`src/ssc_pkg.sv`:
```
package ssc_pkg;

    localparam int MTU_BYTES    = 7;
    localparam int MTU_BITS     = MTU_BYTES * 8;
    localparam int SEQ_W        = 3;
    localparam int LEN_W        = 6;
    localparam int POS_W        = 3;
    localparam int RAM_AW       = 6;
    localparam int RAM_DEPTH    = 64;
    localparam int MSG_LEN_W    = 7;

    localparam logic [POS_W-1:0]     LAST_POS      = 3'h6;
    localparam logic [LEN_W-1:0]     MAX_SEG_LEN   = 6'h06;
    localparam logic [MSG_LEN_W-1:0] MSG_LEN_MAX   = 7'h40;
    localparam logic [7:0]           IDLE_HEADER   = 8'h00;

    localparam int CB_LEN_LSB   = 0;
    localparam int CB_NEXT_BIT  = 6;
    localparam int CB_LAST_BIT  = 7;

    localparam int ST_SEQ_LSB   = 0;
    localparam int ST_SYNC_BIT  = 3;
    localparam int ST_MIR_LSB   = 4;
    localparam int ST_CONF_BIT  = 7;

    localparam logic [11:0] REG_CTRL    = 12'h000;
    localparam logic [11:0] REG_STATUS  = 12'h004;
    localparam logic [11:0] REG_TX_LEN  = 12'h008;
    localparam logic [11:0] REG_TX_LO   = 12'h00C;
    localparam logic [11:0] REG_TX_HI   = 12'h010;
    localparam logic [11:0] REG_RX_IDX  = 12'h014;
    localparam logic [11:0] REG_RX_DATA = 12'h018;

    localparam int CTRL_TX_OPEN   = 0;
    localparam int CTRL_TX_GO     = 1;
    localparam int CTRL_RX_FREE   = 2;

    localparam int STAT_RX_SYNC   = 0;
    localparam int STAT_TX_SYNC   = 1;
    localparam int STAT_RX_READY  = 2;
    localparam int STAT_TX_BUSY   = 3;
    localparam int STAT_LEN_LSB   = 8;
    localparam int STAT_MOD_LSB   = 16;
    localparam int STAT_CPU_LSB   = 24;

    localparam logic [31:0] RESET_WORD = 32'h0000_0000;

    typedef enum logic {DF_IDLE, DF_RUN} ssc_df_state_t;

endpackage : ssc_pkg

```
`src/ssc_channel_sync.sv`:
```
`timescale 1ns/1ps
module ssc_channel_sync
    import ssc_pkg::*;
(
    // Clock and reset
    input  wire logic                clock,
    input  wire logic                arst_n,
    // APB slave
    input  wire logic                psel,
    input  wire logic                penable,
    input  wire logic                pwrite,
    input  wire logic [11:0]         paddr,
    input  wire logic [31:0]         pwdata,
    output logic      [31:0]         prdata,
    output logic                     pready,
    output logic                     pslverr,
    // Cyclic link
    input  wire logic                cycle_strobe,
    input  wire logic [7:0]          cpu_status_byte,
    input  wire logic [MTU_BITS-1:0] cpu_to_module_window,
    output logic      [7:0]          module_status_byte,
    output logic      [MTU_BITS-1:0] module_to_cpu_window
);
    logic                 rst_meta;
    logic                 rst_n;
    logic [SEQ_W-1:0]     cpu_tx_seq_count;
    logic                 cpu_tx_sync_request;
    logic [SEQ_W-1:0]     cpu_rx_seq_mirror;
    logic                 cpu_rx_sync_confirm;
    logic [SEQ_W-1:0]     module_rx_seq_mirror;
    logic                 module_rx_sync_confirm;
    logic [SEQ_W-1:0]     module_tx_seq_count;
    logic                 module_tx_sync_request;
    logic                 rx_synced;
    logic                 rx_new_seq;
    logic                 rx_start;
    logic                 rx_flush;
    logic [MTU_BITS-1:0]  rx_window;
    logic                 rx_busy;
    logic                 tx_synced;
    logic                 tx_send;
    logic                 tx_open;
    logic                 tx_go;
    logic [2:0]           tx_len;
    logic [47:0]          tx_data;
    logic [RAM_AW-1:0]    rx_index;
    logic                 rx_ready;
    logic [MSG_LEN_W-1:0] rx_len;
    logic                 df_wr_en;
    logic [RAM_AW-1:0]    df_wr_addr;
    logic [7:0]           df_wr_data;
    logic                 df_done;
    logic [MSG_LEN_W-1:0] df_len;
    logic [7:0]           ram_data;
    logic                 apb_access;
    logic                 apb_write;
    logic                 mapped;
    logic [31:0]          read_value;
    logic [7:0]           next_header;

    // Reset is released through two flops; everything else except the message RAM, which has no reset, uses rst_n.
    always_ff @(posedge clock or negedge arst_n)
    begin
        if (!arst_n)
        begin
            rst_meta <= 1'b0;
            rst_n    <= 1'b0;
        end
        else
        begin
            rst_meta <= 1'b1;
            rst_n    <= rst_meta;
        end
    end

    // CPU status byte fields.
    assign cpu_tx_seq_count    = cpu_status_byte[ST_SEQ_LSB +: SEQ_W];
    assign cpu_tx_sync_request = cpu_status_byte[ST_SYNC_BIT];
    assign cpu_rx_seq_mirror   = cpu_status_byte[ST_MIR_LSB +: SEQ_W];
    assign cpu_rx_sync_confirm = cpu_status_byte[ST_CONF_BIT];

    // Module status byte is a plain gathering of flops.
    assign module_status_byte = {module_rx_sync_confirm, module_rx_seq_mirror,
                                 module_tx_sync_request, module_tx_seq_count};

    assign rx_synced  = module_rx_sync_confirm && cpu_tx_sync_request;
    assign rx_new_seq = (cpu_tx_seq_count == SEQ_W'(module_rx_seq_mirror + 1'b1));
    assign tx_synced  = module_tx_sync_request && cpu_rx_sync_confirm;
    assign tx_send    = cycle_strobe && tx_synced && tx_go && (cpu_rx_seq_mirror == module_tx_seq_count);

    // Output direction: mirror while closing, accept one window per new counter value.
    always_ff @(posedge clock or negedge rst_n)
    begin
        if (!rst_n)
        begin
            module_rx_seq_mirror   <= '0;
            module_rx_sync_confirm <= 1'b0;
            rx_start               <= 1'b0;
            rx_flush               <= 1'b0;
            rx_window              <= '0;
        end
        else
        begin
            rx_start <= 1'b0;
            rx_flush <= 1'b0;
            if (cycle_strobe && !rx_synced)
            begin
                // Window contents are not taken while the channel is closed.
                module_rx_seq_mirror   <= cpu_tx_seq_count;
                module_rx_sync_confirm <= cpu_tx_sync_request;
                rx_flush               <= 1'b1;
            end
            else if (cycle_strobe && rx_new_seq && !rx_busy && !rx_start)
            begin
                // The new counter value becomes the reference for the next one.
                module_rx_seq_mirror <= cpu_tx_seq_count;
                rx_window            <= cpu_to_module_window;
                rx_start             <= 1'b1;
            end
        end
    end

    // Input direction runs on its own sync state.
    assign next_header = {1'b1, 1'b0, 3'h0, tx_len};

    always_ff @(posedge clock or negedge rst_n)
    begin
        if (!rst_n)
        begin
            module_tx_seq_count    <= '0;
            module_tx_sync_request <= 1'b0;
            module_to_cpu_window   <= '0;
        end
        else if (cycle_strobe)
        begin
            module_tx_sync_request <= tx_open;
            if (!tx_synced)
            begin
                module_tx_seq_count                <= '0;
                module_to_cpu_window               <= '0;
            end
            else if (tx_send)
            begin
                // Whole message in one segment; header at byte zero.
                module_to_cpu_window <= {tx_data, next_header};
                module_tx_seq_count  <= SEQ_W'(module_tx_seq_count + 1'b1);
            end
        end
    end

    ssc_deframer u_deframer (
        .clock    (clock),
        .rst_n    (rst_n),
        .start    (rx_start),
        .window   (rx_window),
        .flush    (rx_flush),
        .hold     (rx_ready || df_done),
        .busy     (rx_busy),
        .wr_en    (df_wr_en),
        .wr_addr  (df_wr_addr),
        .wr_data  (df_wr_data),
        .msg_done (df_done),
        .msg_len  (df_len)
    );

    ssc_msg_ram u_ram (
        .clock   (clock),
        .wr_en   (df_wr_en),
        .wr_addr (df_wr_addr),
        .wr_data (df_wr_data),
        .rd_addr (rx_index),
        .rd_data (ram_data)
    );

    // APB: one wait state, write applied at the edge that sees pready high.
    assign apb_access = psel && penable && !pready;
    assign apb_write  = psel && penable && pready && pwrite;

    always_comb
    begin
        mapped     = 1'b1;
        read_value = RESET_WORD;
        unique case (paddr)
            REG_CTRL:    read_value = {29'h0, 1'b0, tx_go, tx_open};
            REG_STATUS:
            begin
                read_value[STAT_RX_SYNC]                    = rx_synced;
                read_value[STAT_TX_SYNC]                    = tx_synced;
                read_value[STAT_RX_READY]                   = rx_ready;
                read_value[STAT_TX_BUSY]                    = tx_go;
                read_value[STAT_LEN_LSB +: MSG_LEN_W]       = rx_len;
                read_value[STAT_MOD_LSB +: 8]               = module_status_byte;
                read_value[STAT_CPU_LSB +: 8]               = cpu_status_byte;
            end
            REG_TX_LEN:  read_value = {29'h0, tx_len};
            REG_TX_LO:   read_value = tx_data[31:0];
            REG_TX_HI:   read_value = {16'h0, tx_data[47:32]};
            REG_RX_IDX:  read_value = {26'h0, rx_index};
            REG_RX_DATA: read_value = {24'h0, ram_data};
            default:     mapped     = 1'b0;
        endcase
    end

    always_ff @(posedge clock or negedge rst_n)
    begin
        if (!rst_n)
        begin
            pready  <= 1'b0;
            pslverr <= 1'b0;
            prdata  <= RESET_WORD;
        end
        else
        begin
            pready  <= apb_access;
            pslverr <= apb_access && !mapped;
            if (apb_access && !pwrite)
            begin
                prdata <= read_value;
            end
        end
    end

    // Software registers.
    always_ff @(posedge clock or negedge rst_n)
    begin
        if (!rst_n)
        begin
            tx_open  <= 1'b0;
            tx_go    <= 1'b0;
            tx_len   <= '0;
            tx_data  <= '0;
            rx_index <= '0;
        end
        else
        begin
            if (tx_send || (cycle_strobe && !tx_synced))
            begin
                tx_go <= 1'b0;
            end
            if (apb_write && mapped)
            begin
                unique case (paddr)
                    REG_CTRL:
                    begin
                        tx_open <= pwdata[CTRL_TX_OPEN];
                        if (pwdata[CTRL_TX_GO] && tx_len != '0)
                        begin
                            tx_go <= 1'b1;
                        end
                    end
                    REG_TX_LEN:
                    begin
                        // Segment with header must fit one window.
                        tx_len <= (pwdata[2:0] > MAX_SEG_LEN[2:0]) ? MAX_SEG_LEN[2:0] : pwdata[2:0];
                    end
                    REG_TX_LO:  tx_data[31:0]  <= pwdata;
                    REG_TX_HI:  tx_data[47:32] <= pwdata[15:0];
                    REG_RX_IDX: rx_index       <= pwdata[RAM_AW-1:0];
                    default:    ;
                endcase
            end
        end
    end

    // Received message flag; a completion wins over a software release.
    always_ff @(posedge clock or negedge rst_n)
    begin
        if (!rst_n)
        begin
            rx_ready <= 1'b0;
            rx_len   <= '0;
        end
        else if (df_done)
        begin
            rx_ready <= 1'b1;
            rx_len   <= df_len;
        end
        else if (apb_write && paddr == REG_CTRL && pwdata[CTRL_RX_FREE])
        begin
            rx_ready <= 1'b0;
        end
    end
endmodule : ssc_channel_sync

```
`src/ssc_deframer.sv`:
```
`timescale 1ns/1ps
module ssc_deframer
    import ssc_pkg::*;
(
    // Clock and reset
    input  wire logic                 clock,
    input  wire logic                 rst_n,
    // Window in
    input  wire logic                 start,
    input  wire logic [MTU_BITS-1:0]  window,
    input  wire logic                 flush,
    input  wire logic                 hold,
    output logic                      busy,
    // Message store
    output logic                      wr_en,
    output logic      [RAM_AW-1:0]    wr_addr,
    output logic      [7:0]           wr_data,
    output logic                      msg_done,
    output logic      [MSG_LEN_W-1:0] msg_len
);
    ssc_df_state_t          state;
    logic [MTU_BITS-1:0]    win;
    logic [POS_W-1:0]       pos;
    logic                   expect_cb;
    logic [LEN_W-1:0]       seg_left;
    logic                   seg_last;
    logic                   seg_next;
    logic [MSG_LEN_W-1:0]   count;
    logic [7:0]             cur;

    assign cur  = win[8*pos +: 8];
    assign busy = (state == DF_RUN);

    always_ff @(posedge clock or negedge rst_n)
    begin
        if (!rst_n)
        begin
            state     <= DF_IDLE;
            win       <= '0;
            pos       <= '0;
            expect_cb <= 1'b1;
            seg_left  <= '0;
            seg_last  <= 1'b0;
            seg_next  <= 1'b0;
            count     <= '0;
            wr_en     <= 1'b0;
            wr_addr   <= '0;
            wr_data   <= '0;
            msg_done  <= 1'b0;
            msg_len   <= '0;
        end
        else
        begin
            wr_en    <= 1'b0;
            msg_done <= 1'b0;
            if (flush)
            begin
                // A broken link throws away the partial message only.
                state     <= DF_IDLE;
                expect_cb <= 1'b1;
                count     <= '0;
            end
            else
            begin
                unique case (state)
                    DF_IDLE:
                    begin
                        if (start)
                        begin
                            win   <= window;
                            pos   <= '0;
                            state <= DF_RUN;
                        end
                    end
                    DF_RUN:
                    begin
                        if (!hold && expect_cb)
                        begin
                            seg_left <= cur[CB_LEN_LSB +: LEN_W];
                            seg_last <= cur[CB_LAST_BIT];
                            seg_next <= cur[CB_NEXT_BIT];
                            if (cur[CB_LEN_LSB +: LEN_W] == '0)
                            begin
                                // Idle or empty header: next header opens the next window.
                                if (cur[CB_LAST_BIT] && count != '0)
                                begin
                                    msg_done <= 1'b1;
                                    msg_len  <= count;
                                    count    <= '0;
                                end
                                state <= DF_IDLE;
                            end
                            else
                            begin
                                expect_cb <= 1'b0;
                                if (pos == LAST_POS)
                                begin
                                    state <= DF_IDLE;
                                end
                                pos <= POS_W'(pos + 1'b1);
                            end
                        end
                        else if (!hold)
                        begin
                            if (count < MSG_LEN_MAX)
                            begin
                                wr_en   <= 1'b1;
                                wr_addr <= count[RAM_AW-1:0];
                                wr_data <= cur;
                                count   <= MSG_LEN_W'(count + 1'b1);
                            end
                            seg_left <= LEN_W'(seg_left - 1'b1);
                            if (seg_left == 6'h01)
                            begin
                                // Header follows at position plus one plus length.
                                expect_cb <= 1'b1;
                                if (seg_last)
                                begin
                                    msg_done <= 1'b1;
                                    msg_len  <= (count < MSG_LEN_MAX) ? MSG_LEN_W'(count + 1'b1) : count;
                                    count    <= '0;
                                end
                                if (!seg_next || pos == LAST_POS)
                                begin
                                    state <= DF_IDLE;
                                end
                            end
                            else if (pos == LAST_POS)
                            begin
                                state <= DF_IDLE;
                            end
                            pos <= POS_W'(pos + 1'b1);
                        end
                    end
                endcase
            end
        end
    end
endmodule : ssc_deframer

```
`src/ssc_msg_ram.sv`:
```
`timescale 1ns/1ps
module ssc_msg_ram
    import ssc_pkg::*;
(
    // Clock
    input  wire logic              clock,
    // Write port
    input  wire logic              wr_en,
    input  wire logic [RAM_AW-1:0] wr_addr,
    input  wire logic [7:0]        wr_data,
    // Read port
    input  wire logic [RAM_AW-1:0] rd_addr,
    output logic      [7:0]        rd_data
);
    logic [7:0] mem [RAM_DEPTH];

    always_ff @(posedge clock)
    begin
        if (wr_en)
        begin
            mem[wr_addr] <= wr_data;
        end
        rd_data <= mem[rd_addr];
    end
endmodule : ssc_msg_ram

```
`config.mk`:
```
export PLATFORM = sky130hd
export DESIGN_NAME = ssc_channel_sync
export DESIGN_NICKNAME = d
export VERILOG_FILES = /design/src/ssc_pkg.sv /design/src/ssc_channel_sync.sv /design/src/ssc_deframer.sv /design/src/ssc_msg_ram.sv
export SDC_FILE = /design/constraint.sdc
export NUM_CORES = 1
export LEC_CHECK = 0
export ABC_AREA = 1
export BUFFER_PORTS_ARGS = -buffer_cell sky130_fd_sc_hd__clkbuf_2
export CAP_MARGIN = 20
export CELL_PAD_IN_SITES_DETAIL_PLACEMENT = 2
export CELL_PAD_IN_SITES_GLOBAL_PLACEMENT = 2
export CORE_ASPECT_RATIO = 0.5
export CORE_MARGIN = 1.5
export CORE_UTILIZATION = 40
export DETAILED_ROUTE_END_ITERATION = 12
export PLACE_DENSITY = 0.78
export SYNTH_ARGS = -nofsm -noshare
export SYNTH_HDL_FRONTEND = slang
export SYNTH_SLANG_ARGS = --single-unit
```
`constraint.sdc`:
```
create_clock -name clock -period 13.04 [get_ports clock]
set_input_delay 0.652 -clock clock [delete_from_list [all_inputs] [get_ports clock]]
set_output_delay 0.652 -clock clock [all_outputs]
set_load 0.03 [all_outputs]
```
### Word level (Yosys, flattened, before mapping)

Memory sizes are Yosys's and may differ from the RTL's. A register that Yosys moved wholly into a read port is not among the register bits.
Cells that the tools add are included.

* word-level logic and storage cells: 203
* bits of input ports: 114
* RAM bits: 512
* memories: 1
* bits in registers: 324

Memory list
* u_ram.mem: depth 64, bits a word 8, rd ports 1, clocked after Yosys merged registers in 1, wr ports 1, line ssc_msg_ram.sv:15 `logic [7:0] mem [RAM_DEPTH];`

* magnitude comparators: 2
* equal/unequal tests: 21
* multiplexer cells: 74
* add/subtract/negate cells: 5
* bitwise operators: 5
* shift-type cells: 1
* reduce and logical (&&, ||, !) cells: 60

Operator list (count)
* $mux W56: 2
* $mux W7: 15
* $shiftx A56 B7 Y8: 1
* $mux W1: 39
* $eq A12 B5 Y1 const B: 3
* $pmux W16 S2: 1
* $pmux W4 S7: 1
* $mux W3: 9
* $eq A12 B4 Y1 const B: 2
* $logic_and A1 B1 Y1: 22
* $pmux W7 S3: 1
* $ne A3 B3 Y1 const B: 6
* $pmux W4 S4: 1
* $reduce_and A2 Y1: 7
* $eq A12 B3 Y1 const B: 1
* $logic_not A12 Y1: 1
* $mux W6: 2
* $reduce_and A4 Y1: 3
* $reduce_bool A2 Y1: 5
* $add A3 B1 Y3 const B: 3
* $logic_not A1 Y1: 9
* $reduce_and A3 Y1: 3
* $ne A2 B2 Y1 const B: 4
* $add A7 B1 Y7 const B: 1
* other kinds (17): 26

### Logic depth before layout (Yosys ltp)

* depth after elaboration: 9
* depth in mapped cells: 15
* depth with buffers taken out: 12

### Hierarchy

Synthesis repeated with hierarchy kept, for this count alone.

* cell total of the unflattened synthesis: 3551
* area total of the unflattened synthesis: 35883.2 sq um

Modules (own cells, without submodules)
* ssc_msg_ram: sequential area each 15534.9 sq um, area an instance 21316.7 sq um, cells an instance 1823, instances 1
* ssc_channel_sync: sequential area each 5530.3 sq um, area an instance 9664.3 sq um, cells an instance 1149, instances 1
* ssc_deframer: sequential area each 2478.6 sq um, area an instance 4902.2 sq um, cells an instance 579, instances 1

### Least setup slack after synthesis

OpenSTA, ideal clock, no wires.

* path kind: register to register
* start point: register module_rx_seq_mirror[0]
* end point: register rx_window[10]
* path slack: 11.002 ns
* clock period less this slack: 2.038 ns
* required time: 12.974 ns
* path buffers: 2
* stages on the path, launching flop included: 11
* data arrival time: 1.973 ns
* setup time: 0.066 ns
* cell sequence: dfrtp_1 ha_1 nand2_1 nand2_1 a2111oi_4 nand3_2 inv_2 buf_6 buf_6 nand2_1 nand2_1

* cells in the longest elaborated chain, start to end: 6

RTL lines
* start, declared: line ssc_channel_sync.sv:30 `logic [SEQ_W-1:0] module_rx_seq_mirror;`
* start signal, assigned: line ssc_channel_sync.sv:109 `module_rx_seq_mirror <= cpu_tx_seq_count;`
* start signal, assigned: line ssc_channel_sync.sv:116 `module_rx_seq_mirror <= cpu_tx_seq_count;`
* $add A3 B1 Y3: line ssc_channel_sync.sv:87 `assign rx_new_seq = (cpu_tx_seq_count == SEQ_W'(module_rx_seq_mirror + 1'b1));`
* $eq A3 B3 Y1: line ssc_channel_sync.sv:87
* $logic_and A1 B1 Y1 (3 in series): line ssc_channel_sync.sv:113 `else if (cycle_strobe && rx_new_seq && !rx_busy && !rx_start)`
* $reduce_and A2 Y1 (no line)
* end signal, assigned: line ssc_channel_sync.sv:117 `rx_window <= cpu_to_module_window;`
* end, declared: line ssc_channel_sync.sv:38 `logic [MTU_BITS-1:0] rx_window;`

Every way passes these cells.
A chain may end at the register's enable or synchronous reset.

==> run summary <==
The sequential element share of the synthesized area is 0.678. The cell count after synthesis is 3292. The period utilization came out at 0.305.

The initial antenna violation count is 2. The area growth from synthesis to layout is 13.2%. The critical path goes through buf_4 > buf_4 > o21ai_0 > o22ai_1 > nor2_1 > o21ai_0 > nand3_1 > nand2_1.

The maximum number of pins on one net before global-route repair is 96. The height of the die came out at 211 um. The transition time at the pin with the least slew margin is 1.10 ns. The end of the critical path is u_ram.rd_data[5].

The time the worst path needs with I/O delays and setup came out at 3.97 ns. For the worst setup path, the data required time is 13.65 ns. The port buffer count came out at 207. The warning count from the yosys run came out at 0. The post-route cell area came out at 39300 sq um. In the global route stage, met1 resource usage came out at 0.371. The element type at the critical path end is a flip-flop. In the global route stage, met2 resource usage came out at 0.462.

In this run the static leakage power is 16.4 nW. The final weighted congestion in routability-driven placement came out at 0.830. The fill cell instance count of the final layout came out at 8896. The worst register-to-register path begins at rx_index[0]. At the later pin of the worst-skew pair, clock insertion delay measures 0.68 ns. The layer flagged by global routing as most heavily used is met2.

Dividing the detail-routed wire length by the instance count gives 26.1 um. After detailed routing, the number of vias per cell comes to 5.65. In this run the mean area of a mapped cell was 10.5 sq um. The worst slew margin relative to its limit is 0.263.

The total vias in the final route came out at 26400. The power per unit of standard cell area is 160 nW/um^2. The CTS buffer count is 78.

The number of buffers inserted for hold repair after clock tree synthesis came out at 1. The clock transition at the registers of the reported paths came out at 0.07 ns. The reg-to-reg setup timing slack came out at 9.07 ns.

The total of max-cap violations is 0. The number of violations reported at the end of detailed-routing iteration 0 is 2228. The core footprint came out at 86000 sq um. The cell depth of the worst flop-to-flop path is 8.

Summing every instance area after synthesis gives 34700 sq um. The number of global-route vias before repair came out at 28800. On the worst path, the slowest cell contributes a delay of 0.92 ns. The number of slew-limit violations in the final report is 0. The I/O pin total is 212.

In the global route stage, overall resource usage came out at 0.275. The most critical setup path has its startpoint at rx_index[0]. The iteration count of the initial detailed-routing pass came out at 5.

The root buffer cell chosen for the clock tree is clkbuf_16. The clock sink count is 840. The global routing met3 resource utilization came out at 0.0408. The setup TNS came out at 0 ns.

The count of nets left with antenna violations once routing finished came out at 0. TritonCTS built the clock tree. The worst hold path belongs to the class primary input to flip-flop.

The number of cell rows is 76. The placed instance area came out at 36700 sq um. The maximum fanout along the worst path came out at 69. The number of design rule violations left after detail routing is 0. The clock skew is 0.0296 ns. For this configuration, the core starts out at a cell density of 0.404. The die extent in x is 420 um.

The final HPWL from detailed placement came out at 74.1 mm. The final count of negative-setup-slack endpoints came out at 0. Buffers added to address setup during post-CTS repair amount to 0. The worst setup path is of the flip-flop to flip-flop kind. In this run the number of H-tree levels came out at 3. The proportion of layout cells with a drive suffix above 1 came out at 0.127. Summed over all layers, the routed wires come to 122 mm.

The slowest stage of the critical path belongs to the cell dfrtp_4. The endpoint identified for the worst register-to-register timing path is u_ram.rd_data[5]. Timing would allow up to 252 MHz.

The total overflow left after global routing is 0. The number of library cell types mapped by synthesis came out at 50. STA classifies the critical path startpoint as a flip-flop. The die area is 88600 sq um. The global-route wire length before repair is 183 mm.

The maximum ir drop on the vdd rail is 0.0986 mV. The final layout contains 3555 nets. Counting flops and latches in the post-synthesis netlist gives 840. Counting along the longest clock path gives a buffer depth of 3. The final-report hold violation count is 0. The endpoint arrival time on the critical path is 4.58 ns. The run finished with clean final reports. Once the clock tree was built, the resizer swapped 0 gates to a different size. Setup repair after global routing left no endpoint under its margin.
-- flip-flops by register name (all words and copies together), names as in the netlist, 7 cells and up --
signal / count
u_deframer.wr_data: 8
rx_window: 56
u_ram.mem: 512
u_ram.rd_data: 8
rx_len: 7
u_deframer.count: 7
u_deframer.msg_len: 7
module_to_cpu_window: 52
tx_data: 48
u_deframer.win: 56
prdata: 32
-- Yosys cell counts (all sizes together) --
| cell type | number | area, sq um |
|---|---|---|
| a31oi | 1 | 6.26 |
| inv | 198 | 748 |
| o21ai | 487 | 2460 |
| edfxtp | 512 | 15400 |
| xnor2 | 2 | 17.5 |
| o211ai | 4 | 30.0 |
| dfstp | 1 | 26.3 |
| xor2 | 4 | 35.0 |
| o22ai | 148 | 926 |
| clkinv | 3 | 11.3 |
| nor2 | 431 | 1650 |
| o21a | 1 | 7.51 |
| nand3 | 116 | 626 |
| nor4 | 3 | 40.0 |
| clkbuf | 106 | 398 |
| dfxtp | 8 | 160 |
| ha | 8 | 100 |
| conb | 2 | 7.51 |
| nand3b | 2 | 15.0 |
| dfrtp | 319 | 7980 |
| or2 | 3 | 18.8 |
| mux2 | 17 | 191 |
| a2111oi | 1 | 27.5 |
| o31ai | 1 | 7.51 |
| nand2 | 731 | 2760 |
| a221oi | 2 | 17.5 |
| a21oi | 54 | 274 |
| o221ai | 11 | 96.3 |
| a22oi | 3 | 22.5 |
| nand4 | 13 | 96.3 |
| nor3 | 21 | 110 |
| buf | 79 | 452 |
-- cells by family (layout without fill, tap and decap cells) --
group / count (synthesis) / count (layout) / share of synthesized area
buffers and inverters: 386 / 589 / 0.0464
adder cells (fa/ha/maj): 8 / 8 / 0.00288
XOR/XNOR: 6 / 6 / 0.00151
AND/OR/NAND/NOR: 1320 / 1320 / 0.153
other: 2 / 7 / 0.000216
multiplexers: 17 / 17 / 0.00552
AO/OA/AOI/OAI: 713 / 713 / 0.112
flip-flops: 840 / 840 / 0.678
-- worst min path at each step --
stage,startpoint,to,slack (ns),depth (start not counted)
finish,cpu_to_module_window[5],rx_window[5],0.17,3
floorplan,rst_meta,rst_n,0.33,0
global route,cpu_to_module_window[16],rx_window[16],0.18,3
detailed placement,rst_meta,rst_n,0.37,0
global placement,rst_meta,rst_n,0.34,0
CTS,cpu_to_module_window[5],rx_window[5],0.15,3
-- layer usage --
metal | wire length [um] | up-vias
li1 | - | 11500
met1 | 52600 | 13800
met2 | 59600 | 801
met3 | 6380 | 209
met4 | 3320 | 2
met5 | 8 | -
-- report_power, final --
part	switching (mW)	internal (mW)
logic	0.501	0.190
clock network	1.09	1.31
registers	0.127	3.08
total	1.71	4.58
-- layout make-up --
| class | instances | area, sq um | area share |
|---|---|---|---|
| Timing Repair Buffer | 243 | 1330 | 0.0339 |
| Clock buffer | 109 | 2240 | 0.0571 |
| Clock inverter | 36 | 325 | 0.00828 |
| Multi-Input combinational cell | 2069 | 9590 | 0.244 |
| Inverter | 201 | 766 | 0.0195 |
| Sequential cell | 840 | 23600 | 0.600 |
| Antenna cell | 2 | 5.00 | 0.000127 |
| Tap cell | 1170 | 1460 | 0.0373 |
-- per-stage QoR --
stage,util,hold slack (ns),total power [mW],std cells,setup WS (ns)
global placement,0.427,0.340,3.88,4520,9.44
detailed placement,0.427,0.369,3.94,4520,9.18
floorplan,-,0.331,3.66,3295,3.46
finish,0.457,0.172,6.30,4670,9.07
global route,0.457,0.180,6.51,4669,8.97
CTS,0.457,0.145,6.33,4666,9.11
-- cell usage in the layout, fill, tap and decap left out, types with 9 or more instances in the layout --
cell type and count:
clkinv_2 12, inv_1 185, clkbuf_1 18, nand4_1 12
nand3_1 109, dfrtp_1 307, inv_2 10, clkbuf_16 82
a21oi_1 53, clkbuf_2 207, nor2_1 422, o22ai_1 148
nand2_1 724, clkbuf_8 9, buf_4 33, dfrtp_2 9
nor3_1 17, edfxtp_1 512, mux2_2 17, o221ai_1 11
o21ai_1 115, o21ai_0 365, clkinv_1 14
-- critical path, delay by kind of cell, from the launching register on --
kind | cells | cell delay, ns
compound gates | 3 | 1.14
flops | 1 | 0.92
simple gates | 3 | 0.35
buf+inv | 2 | 1.43
No activity file was read; power rests on OpenSTA's default activity.
